### config.mk
export PLATFORM = sky130hd
export DESIGN_NAME = pcad_decoder
export DESIGN_NICKNAME = d
export VERILOG_FILES = /design/src/design/pcad_pkg.sv /design/src/design/pcad_decoder.sv
export SDC_FILE = /design/constraint.sdc
export NUM_CORES = 1
export LEC_CHECK = 0
export ABC_CLOCK_PERIOD_IN_PS = 6300
export BUFFER_PORTS_ARGS = -buffer_cell sky130_fd_sc_hd__buf_4
export CAP_MARGIN = 10
export CORE_MARGIN = 5
export CORE_UTILIZATION = 35
export DETAILED_ROUTE_END_ITERATION = 6
export PLACE_DENSITY = 0.6
export SETUP_SLACK_MARGIN = 0.2
export SYNTH_ARGS = -nofsm -noshare
export SYNTH_HDL_FRONTEND = slang
export SYNTH_SLANG_ARGS = --single-unit
### constraint.sdc
create_clock -name core_clk -period 6.3 [get_ports core_clk]
set_input_delay 0 -clock core_clk [delete_from_list [all_inputs] [get_ports core_clk]]
set_output_delay 0 -clock core_clk [all_outputs]
set_load 0.05 [all_outputs]
### src/design/pcad_pkg.sv
// package: address map, target codes and carrier structs for the board address decoder
`default_nettype none
package pcad_pkg;
    // ***********************************
    // memory map
    // ***********************************
    localparam logic [31:0] MEM_IVT_LO     = 32'h0000_0000;
    localparam logic [31:0] MEM_IVT_HI     = 32'h0000_03ff;
    localparam int          IVT_ENTRIES    = 256;
    localparam logic [31:0] MEM_USER_HI    = 32'h0009_ffff;
    localparam logic [31:0] MEM_VRAM_LO    = 32'h000a_0000;
    localparam logic [31:0] MEM_VRAM_HI    = 32'h000b_ffff;
    localparam logic [31:0] MEM_VROM_LO    = 32'h000c_0000;
    localparam logic [31:0] MEM_VROM_HI    = 32'h000c_7fff;
    localparam logic [31:0] MEM_SCSI_LO    = 32'h000c_8000;
    localparam logic [31:0] MEM_SCSI_HI    = 32'h000c_ffff;
    localparam logic [31:0] MEM_SYSROM_LO  = 32'h000e_0000;
    localparam logic [31:0] MEM_SYSROM_HI  = 32'h000f_ffff;
    localparam logic [31:0] MEM_EXT_LO     = 32'h0010_0000;
    localparam logic [31:0] MEM_EXT_HI     = 32'h03ff_ffff;
    localparam logic [31:0] MEM_WIN_LO     = 32'h0400_0000;
    localparam logic [31:0] MEM_WIN_HI     = 32'hfffe_ffff;
    localparam logic [31:0] MEM_TOPROM_LO  = 32'hffff_0000;
    localparam int          FLASH_AW       = 18;
    // ***********************************
    // i/o map
    // ***********************************
    localparam logic [15:0] IO_STD_HI      = 16'h03ff;
    localparam logic [15:0] IO_PIC_M_LO    = 16'h0020;
    localparam logic [15:0] IO_PIC_M_HI    = 16'h0021;
    localparam logic [15:0] IO_PIT_LO      = 16'h0040;
    localparam logic [15:0] IO_PIT_HI      = 16'h0043;
    localparam logic [15:0] IO_RTC_LO      = 16'h0070;
    localparam logic [15:0] IO_RTC_HI      = 16'h0071;
    localparam logic [15:0] IO_PIC_S_LO    = 16'h00a0;
    localparam logic [15:0] IO_PIC_S_HI    = 16'h00a1;
    localparam logic [15:0] IO_SER1_LO     = 16'h03f8;
    localparam logic [15:0] IO_SER1_HI     = 16'h03fe;
    localparam logic [15:0] IO_LPT2_LO     = 16'h0278;
    localparam logic [15:0] IO_LPT2_HI     = 16'h027f;
    localparam logic [15:0] IO_SER4_LO     = 16'h02e8;
    localparam logic [15:0] IO_SER4_HI     = 16'h02ee;
    localparam logic [15:0] IO_SER3_LO     = 16'h03e8;
    localparam logic [15:0] IO_SER3_HI     = 16'h03ee;
    // ***********************************
    // interrupt numbering
    // ***********************************
    localparam int          IRQ_LINES      = 16;
    localparam int          CASCADE_IN     = 2;
    localparam int          SLAVE_NINE     = 9;
    localparam int          SLAVE_BASE     = 8;
    localparam logic [7:0]  VEC_BASE_M     = 8'h08;
    localparam logic [7:0]  VEC_BASE_S     = 8'h68;
    // ***********************************
    // targets and carriers
    // ***********************************
    typedef enum logic [3:0] {
        TGT_NONE, TGT_DRAM, TGT_VRAM, TGT_VROM, TGT_SCSI, TGT_SYSROM, TGT_SHARED,
        TGT_VME_WIN, TGT_TOPROM, TGT_PIC_M, TGT_PIC_S, TGT_PIT, TGT_RTC, TGT_SER1,
        TGT_IO_OTHER
    } pcad_tgt_e;

    typedef struct packed {
        logic        valid;
        logic        io;
        logic [31:0] addr;
        logic [3:0]  be;
        logic        write;
    } pcad_req_s;

    typedef struct packed {
        logic                valid;
        pcad_tgt_e           tgt;
        logic [31:0]         offset;
        logic [3:0]          be;
        logic                write;
        logic                vme_src;
        logic [FLASH_AW-1:0] flash_addr;
    } pcad_sel_s;
endpackage : pcad_pkg
`default_nettype wire

### src/design/pcad_decoder.sv
// board address decoder: memory, i/o and interrupt routing
// What this block does
// - dram takes byte, word, longword accesses
// - dram reachable from cpu and bridge
// - both firmwares in one 256k by 8 flash
// - system firmware shadowed; video shadow optional
// - unused 3.9g region maps bridge windows
// - 63m extended region sharable with bridge
// - mezzanine firmware may map into extended
// - 64k i/o space, all access widths
// - peripherals decode below port 0x400
// - interrupt controllers at 020 and 0a0
// - timer at four ports from 040
// - clock at 070 and 071, nmi passed unmasked
// - first serial port at seven ports 3f8
// - lpt2, com3, com4 ranges unimplemented
// - 256 vectors at 00000 to 003ff
// - sixteen maskable requests plus nmi
// - cascade on master 2, nine replaces two
`default_nettype none
module pcad_decoder
    import pcad_pkg::*;
#(
    parameter int  DRAM_BYTES = 32'h0400_0000
)
(
    // clock and reset
    input  wire logic                  core_clk,
    input  wire logic                  srst,
    // processor cycle
    input  wire pcad_pkg::pcad_req_s   cpu_req,
    output logic                       cpu_ready,
    // bridge slave cycle into dram
    input  wire pcad_pkg::pcad_req_s   vme_req,
    output logic                       vme_ready,
    // shadow and mezzanine options
    input  wire logic                  video_shadow_en,
    input  wire logic                  shared_en,
    input  wire logic                  mezz_fitted,
    input  wire logic [31:0]           mezz_rom_base,
    input  wire logic [31:0]           mezz_rom_size,
    // decoded selection
    output pcad_pkg::pcad_sel_s        sel,
    output logic                       shadow_hit,
    output logic                       mezz_rom_hit,
    // interrupt requests
    input  wire logic [15:0]           irq_in,
    input  wire logic                  nmi_in,
    output logic [7:0]                 master_req,
    output logic [7:0]                 slave_req,
    output logic                       nmi_out,
    output logic [7:0]                 vector_index,
    output logic [9:0]                 vector_addr
);
    import pcad_pkg::*;

    // ***********************************
    // state
    // ***********************************
    typedef struct packed {
        pcad_sel_s   sel;
        logic        shadow;
        logic        mezz;
        logic        grant_vme;
        logic [7:0]  mreq;
        logic [7:0]  sreq;
        logic        nmi;
        logic [7:0]  vidx;
    } pcad_state_s;

    pcad_state_s state_ff;
    pcad_state_s nxt_state;

    pcad_req_s   req;
    logic        use_vme;
    logic [31:0] a;
    logic [15:0] port;
    pcad_tgt_e   tgt;
    logic [31:0] offs;
    logic        shd;
    logic        mz;
    logic [3:0]  irq_num;

    // ***********************************
    // source arbitration
    // ***********************************
    always_comb
    begin
        // bridge wins when cpu idle, or on alternate turns
        use_vme = vme_req.valid && (!cpu_req.valid || state_ff.grant_vme);
        req     = use_vme ? vme_req : cpu_req;
    end

    assign cpu_ready = cpu_req.valid && !use_vme;
    assign vme_ready = use_vme;

    // ***********************************
    // decode
    // ***********************************
    always_comb
    begin
        a    = req.addr;
        port = req.addr[15:0];
        tgt  = TGT_NONE;
        offs = 32'h0;
        shd  = 1'b0;
        mz   = 1'b0;
        if (use_vme)
        begin
            // bridge slave only reaches dram
            if (!req.io && a < DRAM_BYTES)
            begin
                tgt  = TGT_DRAM;
                offs = a;
            end
        end
        else if (req.io)
        begin
            if (port <= IO_STD_HI)
            begin
                if (port >= IO_PIC_M_LO && port <= IO_PIC_M_HI)
                begin
                    tgt  = TGT_PIC_M;
                    offs = {16'h0, port - IO_PIC_M_LO};
                end
                else if (port >= IO_PIC_S_LO && port <= IO_PIC_S_HI)
                begin
                    tgt  = TGT_PIC_S;
                    offs = {16'h0, port - IO_PIC_S_LO};
                end
                else if (port >= IO_PIT_LO && port <= IO_PIT_HI)
                begin
                    tgt  = TGT_PIT;
                    offs = {16'h0, port - IO_PIT_LO};
                end
                else if (port >= IO_RTC_LO && port <= IO_RTC_HI)
                begin
                    tgt  = TGT_RTC;
                    offs = {16'h0, port - IO_RTC_LO};
                end
                else if (port >= IO_SER1_LO && port <= IO_SER1_HI)
                begin
                    tgt  = TGT_SER1;
                    offs = {16'h0, port - IO_SER1_LO};
                end
                else if ((port >= IO_LPT2_LO && port <= IO_LPT2_HI)
                      || (port >= IO_SER4_LO && port <= IO_SER4_HI)
                      || (port >= IO_SER3_LO && port <= IO_SER3_HI))
                begin
                    tgt = TGT_NONE;
                end
                else
                begin
                    tgt = TGT_NONE;
                end
            end
            else
            begin
                // free range above standard peripherals
                tgt  = TGT_IO_OTHER;
                offs = {16'h0, port};
            end
        end
        else
        begin
            if (a <= MEM_USER_HI)
            begin
                // vector table lives in low dram
                tgt  = (a < DRAM_BYTES) ? TGT_DRAM : TGT_NONE;
                offs = a;
            end
            else if (a >= MEM_VRAM_LO && a <= MEM_VRAM_HI)
            begin
                tgt  = TGT_VRAM;
                offs = a - MEM_VRAM_LO;
            end
            else if (a >= MEM_VROM_LO && a <= MEM_VROM_HI)
            begin
                shd  = video_shadow_en;
                tgt  = video_shadow_en ? TGT_DRAM : TGT_VROM;
                offs = video_shadow_en ? a : a - MEM_VROM_LO;
            end
            else if (a >= MEM_SCSI_LO && a <= MEM_SCSI_HI)
            begin
                tgt  = TGT_SCSI;
                offs = a - MEM_SCSI_LO;
            end
            else if (a >= MEM_SYSROM_LO && a <= MEM_SYSROM_HI)
            begin
                // reads hit the shadow copy; writes load it
                shd  = 1'b1;
                tgt  = TGT_DRAM;
                offs = a;
            end
            else if (a >= MEM_EXT_LO && a <= MEM_EXT_HI)
            begin
                if (mezz_fitted && a >= mezz_rom_base
                    && a - mezz_rom_base < mezz_rom_size)
                begin
                    mz   = 1'b1;
                    tgt  = TGT_IO_OTHER;
                    offs = a - mezz_rom_base;
                end
                else if (a < DRAM_BYTES)
                begin
                    tgt  = shared_en ? TGT_SHARED : TGT_DRAM;
                    offs = a;
                end
            end
            else if (a >= MEM_WIN_LO && a <= MEM_WIN_HI)
            begin
                tgt  = TGT_VME_WIN;
                offs = a - MEM_WIN_LO;
            end
            else if (a >= MEM_TOPROM_LO)
            begin
                tgt  = TGT_TOPROM;
                offs = a - MEM_TOPROM_LO;
            end
        end
    end

    // ***********************************
    // next state: selection, arbitration turn and interrupt routing
    // ***********************************
    always_comb
    begin
        nxt_state            = state_ff;
        nxt_state.grant_vme  = use_vme ? 1'b0 : (vme_req.valid ? 1'b1 : state_ff.grant_vme);
        nxt_state.sel.valid  = req.valid && (tgt != TGT_NONE);
        nxt_state.sel.tgt    = req.valid ? tgt : TGT_NONE;
        nxt_state.sel.offset = offs;
        nxt_state.sel.be     = req.be;
        nxt_state.sel.write  = req.write && req.valid && (tgt != TGT_NONE);
        nxt_state.sel.vme_src    = use_vme;
        // flash holds both images in one 256k array
        nxt_state.sel.flash_addr = offs[FLASH_AW-1:0];
        nxt_state.shadow     = shd && req.valid;
        nxt_state.mezz       = mz && req.valid;
        // master 2 carries the slave cascade
        nxt_state.mreq       = irq_in[7:0];
        nxt_state.mreq[CASCADE_IN] = |state_ff.sreq;
        nxt_state.sreq       = irq_in[15:8];
        // legacy line two joins line nine on slave input one
        nxt_state.sreq[SLAVE_NINE - SLAVE_BASE] = irq_in[SLAVE_NINE] | irq_in[CASCADE_IN];
        nxt_state.nmi        = nmi_in;
        irq_num = 4'h0;
        for (int i = IRQ_LINES - 1; i >= 0; i--)
        begin
            if (irq_in[i] && i != CASCADE_IN)
            begin
                irq_num = 4'(i);
            end
        end
        nxt_state.vidx = (irq_num < 4'(SLAVE_BASE)) ? VEC_BASE_M + {4'h0, irq_num}
                                                    : VEC_BASE_S + {4'h0, irq_num};
        if (srst)
        begin
            nxt_state = '0;
        end
    end

    always_ff @(posedge core_clk)
    begin
        state_ff <= nxt_state;
    end

    // ***********************************
    // outputs
    // ***********************************
    assign sel          = state_ff.sel;
    assign shadow_hit   = state_ff.shadow;
    assign mezz_rom_hit = state_ff.mezz;
    assign master_req   = state_ff.mreq;
    assign slave_req    = state_ff.sreq;
    assign nmi_out      = state_ff.nmi;
    assign vector_index = state_ff.vidx;
    // each vector is four bytes inside the low table
    assign vector_addr  = {state_ff.vidx, 2'b00};
endmodule : pcad_decoder
`default_nettype wire

==> impl_metrics.toml <==
[worst_setup_path]
timing.setup.critical_path_class = "reg -> reg"
startpoint_type = "flop"
crit_buf_inv = 4
critPathTopFamily = "compound AO/OA/AOI/OAI gates"
crit_fanout = 16
critical_path.slowest_cell = "sky130_fd_sc_hd__dfxtp_2"
crit_path_frequent_cell = "sky130_fd_sc_hd__buf_4"
cp.arrival_ns = 6.11
rrSetupSlack_ns = 0.42
critical_path_required_ns = 6.53
nature_of_the_critical_path_endpoint = "flop"
slowest_delay_ns = 0.33

[timing]
clock-skew-final_ns = 0.0111
period_needed_ns = 5.88
final-setup-viol-count = 0
final_hold_viol_count = 0
finalMaxSlewViolations = 0
relSlewSlack_pct = 36.3
setup_total_negative_slack_ns = 0
upper_clock_frequency_limit_mhz = 170
tightest_slew_ns = 0.946
grt_setup_unrepaired = "no"
timing.final.crit_share_pct = 93.3

[synth]
yosysMostFrequentCell = "sky130_fd_sc_hd__nand2_1"
synth.cell_area_sq_um = 9740
cell_count_after_synthesis = 1377
post_synth_mux_area_share_pct = 2.43
syn_area_per_cell_sq_um = 7.07
leading_area_contributor_after_synthesis = "sky130_fd_sc_hd__dfxtp_1"
yosys.area_share.simple_pct = 25.5
count_of_flip_flops_with_a_built_in_enable_after_synthesis = 0
post_synthesis_sequential_element_count = 69
synth_sequential_area_ratio_pct = 14.2
synthAdderAreaFrac_pct = 12.2
yosys.cell_types.count = 95
post_synth_main_area_contributors = "sky130_fd_sc_hd__dfxtp_1, sky130_fd_sc_hd__ha_1, sky130_fd_sc_hd__buf_4"
post_synth_xor_area_fraction_pct = 3.69
synth_flop_cell = "sky130_fd_sc_hd__dfxtp_1"
synthesized_area_fraction_occupied_by_ao_oa_aoi_and_oai_cells_pct = 28.0
yosys_warnings = 0
most_frequent_cells_after_synthesis = "sky130_fd_sc_hd__nand2_1, sky130_fd_sc_hd__buf_4, sky130_fd_sc_hd__inv_1, sky130_fd_sc_hd__a21oi_1, sky130_fd_sc_hd__nor2_1"
yosys.area.top_type_share_pct = 14.2
ys_async_sr_fraction_pct = 0
combinational_family_with_the_most_area_after_synthesis = "compound AO/OA/AOI/OAI gates"

[floorplanning]
fp.dieH_microns = 177
initial_utilization_pct = 35.3
die_area_sq_um = 31300
core_footprint_sq_um = 27600
io-pin-count = 264
die_width_microns = 177
row_count = 61

[routing]
antenna_violating_nets_post_route = 0
wl_per_cell_microns = 22.9
drt-total-wl_microns = 45500
detail_route.vias_per_cell = 5.84
detailroute.via_count = 11614
drc = 0
drtIter0Drc = 1286
first_pass_iters = 5

[place]
half_perimeter_wire_length_of_the_detailed_placement_result_microns = 36700
io_buffer_count = 259
gp_routability_congestion = 1.01
detailed_place.area_sq_um = 11700

[grt]
grt_max_degree = 49
grt_overflow = 0
first_global_vias = 10924
busiest_layer = "met2"
grt.met1_usage_pct = 36.9
grt_antenna_before_repair = 1
grt_util_met3_pct = 6.05
met2_usage_pct = 43.1
grt_pass1_wl_microns = 66100
grt_overall_usage_pct = 27.4

[pwr]
peakVddDrop_mv = 0.124
power_density_nw_per_um2 = 176
share_seq_of_total_power_pct = 21.2
p_clk_share_pct = 24.8
netSwitchingFraction_pct = 43.7
netSwitchingPower_w = 0.000982
internal_power_w = 0.00127
static-leakage-power_nw = 5.87
comb_pwr_share_pct = 54.0

[cts]
clk-insertion-delay-late_ns = 0.35
cts.root.buffer_cell = "sky130_fd_sc_hd__clkbuf_16"
tritoncts = "yes"
clock-sinks = 69
cts-buffers-inserted = 9
cts.reportedPaths.clkPinSlew_ns = 0.06
htree_levels = 3
max-clock-path-buffers = 2

[hold_path]
hold_class = "in -> reg"

[finish]
flow.area_growth_from_synthesis_pct = 30.9
final_nets = 1862
proportion_of_layout_cells_with_a_drive_suffix_above_1_pct = 27.7
diodes = 0
final_design_area_no_fill_sq_um = 12800

[run_status]
outcome = "finished clean"

[flow_run]
maxCapViolCount = 0
## cells in the final DEF, fill, tap and decap left out, types with 12 or more instances in the layout
master	netlist	routed
sky130_fd_sc_hd__buf_4	104	325
sky130_fd_sc_hd__nand2_1	146	142
sky130_fd_sc_hd__inv_1	101	101
sky130_fd_sc_hd__nor2_1	97	96
sky130_fd_sc_hd__a21oi_1	99	95
sky130_fd_sc_hd__ha_1	93	84
sky130_fd_sc_hd__o21ai_0	85	79
sky130_fd_sc_hd__dfxtp_1	69	68
sky130_fd_sc_hd__nand3_1	45	45
sky130_fd_sc_hd__nor3_1	41	40
sky130_fd_sc_hd__nand4_1	32	32
sky130_fd_sc_hd__xnor2_1	32	29
sky130_fd_sc_hd__dlygate4sd3_1	0	27
sky130_fd_sc_hd__a21o_1	23	23
sky130_fd_sc_hd__o211ai_1	21	21
sky130_fd_sc_hd__a31oi_1	22	21
sky130_fd_sc_hd__nor2b_1	22	21
sky130_fd_sc_hd__and3_1	19	19
sky130_fd_sc_hd__nor4_1	19	17
sky130_fd_sc_hd__and2_1	14	14
sky130_fd_sc_hd__a221oi_1	16	14
sky130_fd_sc_hd__nand2b_1	14	13
sky130_fd_sc_hd__or3_1	13	13
sky130_fd_sc_hd__a211oi_1	14	13
sky130_fd_sc_hd__mux2i_1	14	12
## layer usage
metal  routed length, microns  share of wire (%)
met5                       13              0.029
met4                     1640                3.6
met3                     4880                 11
met2                    20100                 44
met1                    18800                 41
## worst paths after layout
kind | start | end | cells after the start
setup / recovery | state_ff[25] | sel[39] | 26
setup reg to reg | state_ff[25] | sel[39] | 26
hold / removal | video_shadow_en | shadow_hit | 3
hold reg to reg | state_ff[25] | state_ff[25] | 2
## area by class of cell
type | instances | area (sq um)
Fill cell | 2878 | 14900
Inverter | 104 | 403
Sequential cell | 69 | 1380
Clock buffer | 11 | 253
Timing Repair Buffer | 359 | 2850
Clock inverter | 5 | 58.8
Tap cell | 378 | 473
Multi-Input combinational cell | 1061 | 7330
## power groups by stage
stage / clock network, W / registers [W] / logic, W
after floorplan: 0 / 0.000481 / 0.000727
after global placement: 0 / 0.000487 / 0.00110
after detailed placement: 0 / 0.000487 / 0.00110
after CTS: 0.000567 / 0.000477 / 0.00113
after global routing: 0.000586 / 0.000480 / 0.00130
final: 0.000557 / 0.000478 / 0.00121
## timing repair
item / in CTS / in global routing
hold buffers: 27 / 0
gates cloned: 0 / 3
endpoints found under the setup margin: 29 / 34
endpoints found under the hold margin: 25 / 0
pin swaps: 0 / 26
gates resized for setup: 12 / 61
setup buffers: 0 / 10
## logic make-up after synthesis
family                     count (synthesis)
xor gates and xnor gates                  41
DFF                                       69
and+or+nand+nor                          499
buffers and inverters                    250
AOI/OAI and AO/OA                        401
muxes                                     22
other                                      1
adders and majority gates                 94
## flip-flops by register name, summed over array words and instances (netlist names)
| register | cells |
|---|---|
| master_req | 8 |
| mezz_rom_hit | 1 |
| nmi_out | 1 |
| sel | 43 |
| shadow_hit | 1 |
| slave_req | 8 |
| state_ff | 1 |
| vector_index | 6 |
## worst min-delay path, stage by stage
cell	delay (ns)
sky130_fd_sc_hd__buf_4	0.11
sky130_fd_sc_hd__mux2i_1	0.06
sky130_fd_sc_hd__nor2b_1	0.12
## stage by stage
stage | setup slack, ns | std cells | util [%] | total power [W] | hold WS [ns]
2_1_floorplan | 0.209 | 1380 | - | 0.00121 | 0.0781
6_report | 0.424 | 1987 | 46.2 | 0.00225 | 0.00403
4_1_cts | 0.208 | 1974 | 44.6 | 0.00217 | 0.00274
3_3_place_gp | -0.0289 | 1931 | 42.3 | 0.00159 | 0.198
3_5_place_dp | -0.196 | 1931 | 42.3 | 0.00159 | 0.196
5_1_grt | 0.160 | 1987 | 46.2 | 0.00237 | 0.00891
Note: power is estimated with default switching activity, not from simulation.
